### src/core/adar_regs.svh
`ifndef ADAR_REGS_SVH
`define ADAR_REGS_SVH
// Register offsets on the serial register port
`define ADAR_ADDR_DELAY_ADJUST 12'h2B5
`define ADAR_ADDR_RAMP_CTRL 12'h2B8
// Field positions of the delay adjust register
`define ADAR_INV_BIT 16
`define ADAR_COARSE_HI 15
`define ADAR_COARSE_LO 8
`define ADAR_FINE_HI 7
`define ADAR_FINE_LO 0
// Field positions of the ramp control register
`define ADAR_RAMP_EN_BIT 0
`define ADAR_RAMP_RATE_BIT 1
// Reset values
`define ADAR_DELAY_RESET 24'h000000
`define ADAR_RAMP_RESET 8'h00
// Ramp timing in sampling clock cycles
`define ADAR_STEP_CYCLES 9'h180
`define ADAR_STEP_LAST 9'h17F
`define ADAR_CNT_ZERO 9'h000
`define ADAR_CNT_ONE 9'h001
`define ADAR_FAST_STEP 8'h04
`define ADAR_SLOW_STEP 8'h01
// Abrupt update limit in cycles; applied on the next edge here
`define ADAR_ABRUPT_LIMIT 11'h600
`endif

### src/core/adar_pkg.sv
package adar_pkg;
    // Ramp engine states
    typedef enum logic [0:0] {
        ADAR_IDLE,
        ADAR_RAMP
    } adar_state_e;
    typedef logic [7:0] adar_code_t;
endpackage

### src/core/adar_top.sv
// What this block does
// Invert bit 16 inverts the sampling clock
// Coarse code bits 15:8 set coarse delay
// Fine code bits 7:0 set fine delay
// Autocal enable overrides all manual delay settings
// Fine code changes apply anytime, glitch free
// Software changes invert only with enables clear
// Software limits coarse moves to four codes
// Software should step coarse one code
// Ramp rate applies only when ramping enabled
// Ramp one or four codes per 384
// Ramp off: coarse applied abruptly after write
// Ramp on: step applied code until target
// Both registers reset to all zeros
// Fast step clamps to land on target
// Rewrite mid-ramp continues from applied code
`timescale 1ns/100ps
`default_nettype none
`include "adar_regs.svh"
module adar_top
    import adar_pkg::*;
(
    input wire logic mclk,
    input wire logic nrst,
    input wire logic reg_wr, // Register write strobe
    input wire logic [11:0] reg_addr, // Register address
    input wire logic [23:0] reg_wdata, // Write data
    output logic [23:0] reg_rdata, // Read data
    input wire logic sysref_autocal_enable, // Calibration owns the delay
    input wire logic [16:0] autocal_delay, // Delay from calibration
    output logic sample_clock_invert, // Applied inversion
    output logic [7:0] coarse_applied, // Applied coarse code
    output logic [7:0] fine_applied, // Applied fine code
    output logic ramp_busy // Ramp in progress
);

    // Programmed registers
    logic [23:0] delay_q; // Delay adjust register
    logic [7:0] ramp_ctrl_q; // Ramp control register
    logic rate_q; // Ramp rate latched at the last delay write made with ramping on

    // Ramp engine state
    adar_state_e state_q; // Current ramp state
    adar_state_e state_d; // Next ramp state
    adar_code_t run_q; // Coarse code as moved by the ramp engine
    adar_code_t run_d; // Next ramp coarse code
    logic [8:0] cnt_q; // Cycles spent in the current ramp step
    logic [8:0] cnt_d; // Next step cycle count

    // Applied delay, held in flip-flops
    logic inv_q; // Applied inversion
    adar_code_t coarse_q; // Applied coarse code
    adar_code_t fine_q; // Applied fine code
    logic [23:0] rdata_q; // Registered read data

    // Decoded strobes and fields
    logic wr_delay; // Write to the delay adjust register
    logic wr_ramp; // Write to the ramp control register
    logic ramp_en; // Ramp feature enabled
    adar_code_t target; // Coarse code written by software
    adar_code_t step_size; // Codes moved per ramp step
    adar_code_t gap_up; // Distance when ramping upward
    adar_code_t gap_down; // Distance when ramping downward
    logic going_up; // Target lies above the ramp code
    logic step_due; // Step interval has elapsed
    adar_code_t run_up; // Clamped upward step
    adar_code_t run_dn; // Clamped downward step
    adar_code_t run_step; // Code after one ramp step
    adar_code_t manual_coarse; // Coarse code in manual control
    logic sel_inv; // Inversion to apply
    adar_code_t sel_coarse; // Coarse code to apply
    adar_code_t sel_fine; // Fine code to apply
    logic [23:0] read_mux; // Read data before the register

    // Address decode on the serial register port
    assign wr_delay = reg_wr && (reg_addr == `ADAR_ADDR_DELAY_ADJUST);
    assign wr_ramp = reg_wr && (reg_addr == `ADAR_ADDR_RAMP_CTRL);

    // Field extraction
    assign ramp_en = ramp_ctrl_q[`ADAR_RAMP_EN_BIT];
    assign target = delay_q[`ADAR_COARSE_HI:`ADAR_COARSE_LO];

    // Step size follows the rate latched at the write
    assign step_size = rate_q ? `ADAR_FAST_STEP : `ADAR_SLOW_STEP;

    // Distance to the target in each direction
    assign gap_up = target - run_q;
    assign gap_down = run_q - target;
    assign going_up = (target > run_q);

    // One step per fixed interval of sampling clock cycles
    assign step_due = (cnt_q == `ADAR_STEP_LAST);

    // Last step is clamped so the code never passes the target
    assign run_up = (gap_up > step_size) ? (run_q + step_size) : target;
    assign run_dn = (gap_down > step_size) ? (run_q - step_size) : target;
    assign run_step = going_up ? run_up : run_dn;

    // Ramp off: written code applies directly; ramp on: engine code
    assign manual_coarse = ramp_en ? run_q : target;

    // Calibration overrides every manual setting
    assign sel_inv = sysref_autocal_enable ? autocal_delay[`ADAR_INV_BIT]
        : delay_q[`ADAR_INV_BIT];
    assign sel_coarse = sysref_autocal_enable
        ? autocal_delay[`ADAR_COARSE_HI:`ADAR_COARSE_LO] : manual_coarse;
    assign sel_fine = sysref_autocal_enable ? autocal_delay[`ADAR_FINE_HI:`ADAR_FINE_LO]
        : delay_q[`ADAR_FINE_HI:`ADAR_FINE_LO];

    // Read data selection
    assign read_mux = (reg_addr == `ADAR_ADDR_DELAY_ADJUST) ? delay_q
        : (reg_addr == `ADAR_ADDR_RAMP_CTRL) ? {16'h0000, ramp_ctrl_q}
        : 24'h000000;

    // Outputs
    assign sample_clock_invert = inv_q;
    assign coarse_applied = coarse_q;
    assign fine_applied = fine_q;
    assign ramp_busy = (state_q == ADAR_RAMP);

    // Register writes
    always_ff @(posedge mclk or negedge nrst) begin
        if (!nrst) begin
            // Both registers clear on reset
            delay_q <= `ADAR_DELAY_RESET;
            ramp_ctrl_q <= `ADAR_RAMP_RESET;
        end else begin
            // Each register takes its own write
            if (wr_delay) begin
                delay_q <= reg_wdata;
            end
            if (wr_ramp) begin
                ramp_ctrl_q <= reg_wdata[7:0];
            end
        end
    end

    // Rate only counts when a coarse write happens with ramping on
    always_ff @(posedge mclk or negedge nrst) begin
        if (!nrst) begin
            // Slow rate after reset
            rate_q <= 1'b0;
        end else if (wr_delay && ramp_en) begin
            // Capture the rate for this ramp
            rate_q <= ramp_ctrl_q[`ADAR_RAMP_RATE_BIT];
        end
    end

    // Ramp engine next state
    always_comb begin
        state_d = state_q;
        run_d = run_q;
        cnt_d = cnt_q;
        case (state_q)
            ADAR_IDLE: begin
                // Step counter rests at zero
                cnt_d = `ADAR_CNT_ZERO;
                if (!ramp_en) begin
                    // Track the target so a later ramp starts from it
                    run_d = target;
                end else if (run_q != target) begin
                    // New target while ramping is on
                    state_d = ADAR_RAMP;
                end
            end
            ADAR_RAMP: begin
                if (!ramp_en) begin
                    // Ramp switched off: jump to the target
                    run_d = target;
                    cnt_d = `ADAR_CNT_ZERO;
                    state_d = ADAR_IDLE;
                end else if (run_q == target) begin
                    // Target reached
                    cnt_d = `ADAR_CNT_ZERO;
                    state_d = ADAR_IDLE;
                end else if (step_due) begin
                    // A rewrite only moves the target; stepping goes on from here
                    run_d = run_step;
                    cnt_d = `ADAR_CNT_ZERO;
                end else begin
                    // Wait out the step interval
                    cnt_d = cnt_q + `ADAR_CNT_ONE;
                end
            end
            default: begin
                // Unknown state returns to rest
                state_d = ADAR_IDLE;
                run_d = target;
                cnt_d = `ADAR_CNT_ZERO;
            end
        endcase
    end

    // Ramp engine registers
    always_ff @(posedge mclk or negedge nrst) begin
        if (!nrst) begin
            // Idle with zero code
            state_q <= ADAR_IDLE;
            run_q <= 8'h00;
            cnt_q <= `ADAR_CNT_ZERO;
        end else begin
            // Advance
            state_q <= state_d;
            run_q <= run_d;
            cnt_q <= cnt_d;
        end
    end

    // Applied delay and read data registers
    always_ff @(posedge mclk or negedge nrst) begin
        if (!nrst) begin
            // No inversion and zero delay
            inv_q <= 1'b0;
            coarse_q <= 8'h00;
            fine_q <= 8'h00;
            rdata_q <= 24'h000000;
        end else begin
            // Take the selected settings every cycle
            inv_q <= sel_inv;
            coarse_q <= sel_coarse;
            fine_q <= sel_fine;
            rdata_q <= read_mux;
        end
    end

    assign reg_rdata = rdata_q;
endmodule
`default_nettype wire

### config.mk
export PLATFORM = sky130hd
export DESIGN_NAME = adar_top
export DESIGN_NICKNAME = d
export VERILOG_FILES = /design/src/core/adar_pkg.sv /design/src/core/adar_top.sv
export VERILOG_INCLUDE_DIRS = /design/src /design/src/core
export SDC_FILE = /design/constraint.sdc
export NUM_CORES = 1
export LEC_CHECK = 0
export BUFFER_PORTS_ARGS = -buffer_cell sky130_fd_sc_hd__buf_2
export CAP_MARGIN = 20
export CORE_UTILIZATION = 60
export DETAILED_ROUTE_END_ITERATION = 16
export GPL_TIMING_DRIVEN = 0
export HOLD_SLACK_MARGIN = 0.15
export PLACE_DENSITY = 0.95
export SYNTH_ARGS = -nofsm -noshare
export SYNTH_HDL_FRONTEND = slang
export SYNTH_SLANG_ARGS = --single-unit
### constraint.sdc
create_clock -name mclk -period 6.1 [get_ports mclk]
set_clock_uncertainty 0.15 [all_clocks]
set_input_delay 0.915 -clock mclk [delete_from_list [all_inputs] [get_ports mclk]]
set_output_delay 0.915 -clock mclk [all_outputs]
set_load 0.05 [all_outputs]
==> flow_summary_export.csv, run 1 <==
group,metric,value,unit
sta,max-slew-margin-rel,26.9,%
cts,ctsLongestPathBuffers,2,
logic_synthesis,synth_area_leaders,"dfrtp_1 47%, mux2_2 9.5%, ha_1 6.4%, mux2i_1 2.3%, nand2_1 1.8%",
floorplanning,die_w,92.2,um
logic_synthesis,ys_ff_latch,92,
logic_synthesis,synth_adder_area_share,7.23,%
power_and_ir_drop,leakage,2.89,nW
drt,vias_per_cell,6.59,
drt,first_iter_violations,529,
logic_synthesis,synthSimpleGateAreaFrac,14.4,%
power_and_ir_drop,power,0.00115,W
logic_synthesis,synth-edff-count,0,
placement,gp_congestion,0.877,
sta,drv_slew,0,
global_route,grt_first_pass_wirelength,23200,um
cts,path_clk_slew,0.11,ns
drt,ant_nets,0,
floorplanning,rows,32,
power_and_ir_drop,p_per_area,201,mW/mm^2
setup_path,startpoint_type,"flip-flop",
cts,postCtsSetupBuffers,0,
placement,dp_hpwl,9020,um
logic_synthesis,synthCells,441,
cts,cts_resized,0,
floorplanning,dieArea,0.00850,sq mm
layout,drive_gt1_share,32.1,%
sta,worstMarginPinSlew,1.09,ns
logic_synthesis,synthXorXnorAreaFrac,2.15,%
layout,fin_nets,633,
setup_path,critPathCaptureType,"flip-flop",
setup_path,cp.arrival,3.73,ns
sta,setup_tns,0,ns
min_path,hp-class,"primary input to async pin",
floorplanning,ioPinCount,99,
floorplanning,start_util,62.5,%
logic_synthesis,yosys_most_used_dff,"dfrtp_1",
global_route,globalRouteOverflowTotal,0,
logic_synthesis,synth_top_area_cell,"dfrtp_1",
logic_synthesis,ys_async_sr_fraction,100,%
sta,period_share,59.3,%
cts,cts-root-buf,"clkbuf_8",
flow_run,maxCapViolations,0,
global_route,track_usage,36.2,%
floorplanning,die_y,92.2,um
sta,finalCriticalPeriod,3.62,ns
drt,post-route-drc-count,0,
layout,n_antenna_cell,0,
logic_synthesis,ys_warn_count,0,
placement,port_buffers,96,
cts,hold_buffers,0,
cts,cts_buffers,9,
setup_path,path_class,"flip-flop to flip-flop",
sta,finalHoldViolCount,0,
logic_synthesis,synthMuxAreaShare,12.0,%
logic_synthesis,synth_compound_gate_area_share,13.1,%
run_status,outcome,"finished clean",
drt,drt_wl_total,14400,um
logic_synthesis,syn-num-nets,525,
setup_path,crit_required,6.21,ns
drt,routedWlPerCell,22.0,um
cts,clock_latency,0.39,ns
power_and_ir_drop,vdd_drop_max,0.196,mV
cts,htree_levels,3,
drt,vias,4320,
floorplanning,core_area,0.00781,sq mm
logic_synthesis,synth_seq_area_share,47.1,%
logic_synthesis,synth_top_area_share,47.1,%
cts,cts_sinks,92,
cts,cts_tree,"yes",
sta,setup_viol,0,
drt,dr.pass1.iters,7,
sta,fmax,0.276,GHz
logic_synthesis,synth_top_family_by_area,"simple AND/OR/NAND/NOR gates",
global_route,antenna_found_initial,0,
setup_path,worstPathMaxFanout,9,
layout,area_growth_syn_to_layout,16.9,%
logic_synthesis,syn_avg_cell_area,11.1,sq um
sta,rsz0062_at_grt,"no",
global_route,first_global_vias,4477,
global_route,grt_max_degree,70,
logic_synthesis,syn_area,0.00488,sq mm
logic_synthesis,synthDistinctLibCells,60,
==> path summary, 6_finish.rpt <==
kind,start,end,slack (ns),cells past startpoint
min in group mclk,delay_q[21]$_DFFE_PN0P_,reg_rdata[21]$_DFF_PN0_,0.33,1
max in group asynchronous,nrst,reg_rdata[10]$_DFF_PN0_,4.86,2
hold / removal,nrst,coarse_applied[6]$_DFF_PN0_,0.27,1
hold reg to reg,delay_q[21]$_DFFE_PN0P_,reg_rdata[21]$_DFF_PN0_,0.33,1
setup / recovery,run_q[0]$_DFFE_PN0P_,run_q[7]$_DFFE_PN0P_,2.48,13
setup reg to reg,run_q[0]$_DFFE_PN0P_,run_q[7]$_DFFE_PN0P_,2.48,13
==> cell type report <==
type	count	area, sq um
Clock buffer	10	138
Fill cell	453	2100
Timing Repair Buffer	97	510
Sequential cell	92	2300
Buffer	21	108
Inverter	23	86.3
Clock inverter	6	47.5
Tap cell	102	128
Multi-Input combinational cell	305	2390
==> synth_stat cells (8+ instances only) <==
cell and count:
inv_1 23, mux2_2 41, a21oi_1 10, o21ai_1 9
mux2i_1 11, and3_1 13, nand2_1 24, and2_1 11
dfrtp_1 92, nor3_1 11, nor2_1 23, o21ai_0 15
a31oi_1 8, a22o_1 9, ha_1 25, clkbuf_1 12
nand3_1 8
==> through the flow <==
stage | hold slack, ns | util (%) | worst slack, ns | cells | area [sq um]
floorplan | 0.297 | - | 3.03 | 441 | 4880
global placement | 0.305 | 70.3 | 2.69 | 639 | 5490
detailed placement | 0.324 | 70.7 | 2.58 | 640 | 5520
CTS | 0.294 | 73.1 | 2.50 | 656 | 5710
global route | 0.290 | 73.1 | 2.31 | 656 | 5710
finish | 0.270 | 73.1 | 2.48 | 656 | 5710
==> critical path: stages, from the launching register on <==
cell	delay, ns
dfrtp_1	0.42
inv_1	0.08
ha_1	0.21
fa_1	0.40
xnor2_1	0.14
ha_1	0.30
nand2_1	0.05
a21boi_0	0.21
o22ai_1	0.12
nor3_1	0.19
nand3b_1	0.35
mux2_4	0.45
a41oi_1	0.26
o21ai_1	0.15
==> registers in the layout, summed over array words and instances, names as in the netlist, 8 cells and up <==
signal,cells
fine_applied,8
cnt_q,9
delay_q,24
reg_rdata,24
ramp_ctrl_q,8
run_q,8
coarse_applied,8
==> power by group <==
group          internal, W  total [W]  leakage [nW]  switching (W)
sequential        0.000616   0.000619          1.27     0.00000309
clock             0.000164   0.000406        0.0985       0.000242
combinational    0.0000412   0.000123          1.53      0.0000821
==> routing by layer <==
metal	vias up	wire [um]	track usage [%]
met2	345	6890	58.4
li1	1795	-	-
met4	0	908	21.0
met5	-	0	0
met3	104	1440	10.6
met1	2076	5180	43.2
==> cells in the final DEF (no fill, tap or decap), drive strengths merged, types with 8 or more instances in the layout <==
cell type,count
nand3,8
a31oi,8
clkbuf,22
o21ai,25
mux2,42
inv,25
buf,106
and3,13
mux2i,11
nor3,12
nand2,25
dfrtp,92
ha,25
a21oi,12
nor2,23
a22o,9
and2,11
==> cell families after synthesis <==
family                     after synthesis
buffers and inverters                   44
muxes                                   53
and+or+nand+nor                        126
DFF                                     92
xor gates and xnor gates                12
adders and majority gates               27
AOI/OAI and AO/OA                       87
(Power assumes the default switching activity.)
==> run 2: changes to the inputs <==
Settings changed: CORE_UTILIZATION 60 to 50, PLACE_DENSITY 0.95 to 0.86.
Clock period 6.1 ns to 3.12 ns, I/O delays scaled along.
==> run 2 against run 1 <==
Effect of this change:
- the flow now finishes with violations (setup timing)
- cell count is 6.7% higher
- global-route usage is 9.9 points lower
- critical path depth up 1
- fmax up 9.0%
- first-iteration DRC count shrank 33%
- routed wire length is 12% lower
- core utilization is 8.6 points lower
- flip-flop and latch count unchanged
- via count shrank 5.4%
- clock-buffer cell count unchanged
- register-to-register slack got worse by 2.7 ns
- non-clock buffer count increased by 17
- critical path type unchanged
- largest cell class unchanged
==> flow_summary_export.csv, run 2 (synthesis results as in run 1) <==
group,metric,value,unit
run_status,outcome,"finished with violations",
run_status,failed_checks,"setup timing",
layout,drive_gt1_share,37.1,%
layout,multi_input_area,0.00249,sq mm
floorplanning,die_w,101,um
setup_path,startpoint_type,"flip-flop",
setup_path,crit_chain,"buf_6, inv_4, ha_4, inv_2, fa_2, buf_4, a211o_1, o211ai_2, a21oi_2, o311ai_4, buf_4, mux2_4, o211ai_1, o211ai_1",
setup_path,cp.arrival,3.37,ns
min_path,hp-class,"primary input to flip-flop",
drt,drt_wl_total,12600,um
sta,setup_tns,-1.15,ns
layout,final_cells,700,
layout,regArea,0.00230,sq mm
cts,cts_sinks,92,
cts,cts_tree,"yes",
setup_path,crit_path_top_delay_cell,"dfrtp_1",
flow_run,maxCapViolations,0,
setup_path,path_class,"flip-flop to flip-flop",
sta,drv_slew,0,
setup_path,worstPathMaxFanout,7,
cts,ctsLongestPathBuffers,2,
drt,post-route-drc-count,0,
sta,rsz0062_at_grt,"yes",
layout,n_antenna_cell,0,
global_route,track_usage,26.4,%
setup_path,crit_required,3.17,ns
placement,gp_congestion,0.964,
placement,port_buffers,96,
sta,fmax,0.301,GHz
floorplanning,ioPinCount,99,
power_and_ir_drop,p_int,0.00178,W
layout,area_growth_syn_to_layout,23.7,%
layout,fillers,649,
layout,fin_nets,650,
drt,first_iter_violations,357,
cts,path_clk_slew,0.10,ns
power_and_ir_drop,sw_frac_of_total,25.2,%
placement,dp_hpwl,8740,um
cts,cts-root-buf,"clkbuf_8",
layout,layout_common_cells,"99 x buf_2, 91 x dfrtp_1, 41 x mux2_2",
global_route,globalRouteOverflowTotal,0,
drt,ant_nets,0,
cts,htree_levels,3,
power_and_ir_drop,combPwrFrac,11.9,%
placement,place_inst,667,
sta,whs,0.167,ns
floorplanning,start_util,52.1,%
power_and_ir_drop,sequentialPowerShare,50.9,%
power_and_ir_drop,p_sw,0.000599,W
sta,setup_viol,8,
floorplanning,die_y,101,um
placement,dp_slack,-0.328,ns
power_and_ir_drop,vdd_drop_max,0.412,mV
drt,dr.pass1.iters,5,
power_and_ir_drop,leakage,3.01,nW
layout,mostFrequentLayoutCell,"buf_2",
sta,finalCriticalPeriod,3.32,ns
global_route,first_global_vias,4342,
floorplanning,rows,35,
sta,finalHoldViolCount,0,
floorplanning,core_area,0.00937,sq mm
floorplanning,dieArea,0.0102,sq mm
drt,vias_per_cell,5.84,
sta,worstMarginPinSlew,0.945,ns
sta,setup_slack,-0.200,ns
global_route,grt_max_degree,59,
setup_path,critPathMaxStageDelay,0.44,ns
cts,cts_buffers,9,
power_and_ir_drop,p_per_area,394,mW/mm^2
global_route,antenna_found_initial,0,
sta,period_share,106,%
global_route,grt_first_pass_wirelength,20700,um
sta,max-slew-margin-rel,36.7,%
drt,vias,4085,
layout,utilization,64.5,%
cts,clock_latency,0.36,ns
drt,routedWlPerCell,18.0,um
setup_path,critPathCaptureType,"flip-flop",
power_and_ir_drop,pwr-share-clk,37.2,%
==> run 2: worst paths after layout <==
check | slack (ns) | from | to | cells after the start
hold reg to reg | 0.34 | delay_q[17]$_DFFE_PN0P_ | reg_rdata[17]$_DFF_PN0_ | 1
max in group asynchronous | 1.72 | nrst | run_q[1]$_DFFE_PN0P_ | 3
min in group asynchronous | 0.45 | nrst | delay_q[17]$_DFFE_PN0P_ | 2
setup reg to reg | -0.20 | delay_q[8]$_DFFE_PN0P_ | run_q[1]$_DFFE_PN0P_ | 14
hold / removal | 0.17 | autocal_delay[14] | coarse_applied[6]$_DFF_PN0_ | 3
setup / recovery | -0.20 | delay_q[8]$_DFFE_PN0P_ | run_q[1]$_DFFE_PN0P_ | 14
==> run 2: repair_timing <==
item                                    4_1_cts  5_1_grt
pin swaps                                    24       15
endpoints found under the hold margin        34        0
endpoints found under the setup margin        8        8
hold buffers                                  1        0
setup buffers                                12        6
resized for setup                            24       10
==> run 2: final cells by class <==
| cell class | instances | share of cell area, % |
|---|---|---|
| repair buffers | 116 | 11.2 |
| plain buffers | 19 | 1.64 |
| inverters | 23 | 1.47 |
| multi-input cells | 305 | 41.3 |
| flip-flops and latches | 92 | 38.1 |
| clock inverters | 6 | 1.55 |
| well taps | 129 | 2.67 |
| clock buffers | 10 | 2.11 |
==> run 2: critical path, delay by kind of cell (launching register included) <==
kind / cells / cell delay, ns
AOI/OAI and AO/OA: 6 / 1.18
DFF: 1 / 0.44
adders and majority gates: 2 / 0.48
buffers and inverters: 5 / 0.55
muxes: 1 / 0.35
==> run 2: power groups by stage <==
stage                     combinational [W]  sequential (W)  clock [W]
after floorplan                   0.0000853         0.00127          0
after global placement             0.000214         0.00123          0
after detailed placement           0.000227         0.00123          0
after CTS                          0.000267         0.00121   0.000893
after global routing               0.000298         0.00121   0.000942
final                              0.000283         0.00121   0.000885
==> run 2: routing by layer <==
metal / vias up / GRT usage, % / part of all wire (%)
met5: - / 0 / 0
met4: 0 / 12.9 / 3.9
met3: 50 / 6.45 / 7.2
met2: 218 / 46.5 / 51
met1: 1988 / 29.9 / 38
li1: 1829 / - / -
==> run 2: per-stage QoR <==
step | area, sq um | power [W]
after detailed placement | 5560 | 0.00146
after floorplan | 4880 | 0.00136
final | 6040 | 0.00238
after global placement | 5530 | 0.00145
after global routing | 6040 | 0.00245
after CTS | 5950 | 0.00237
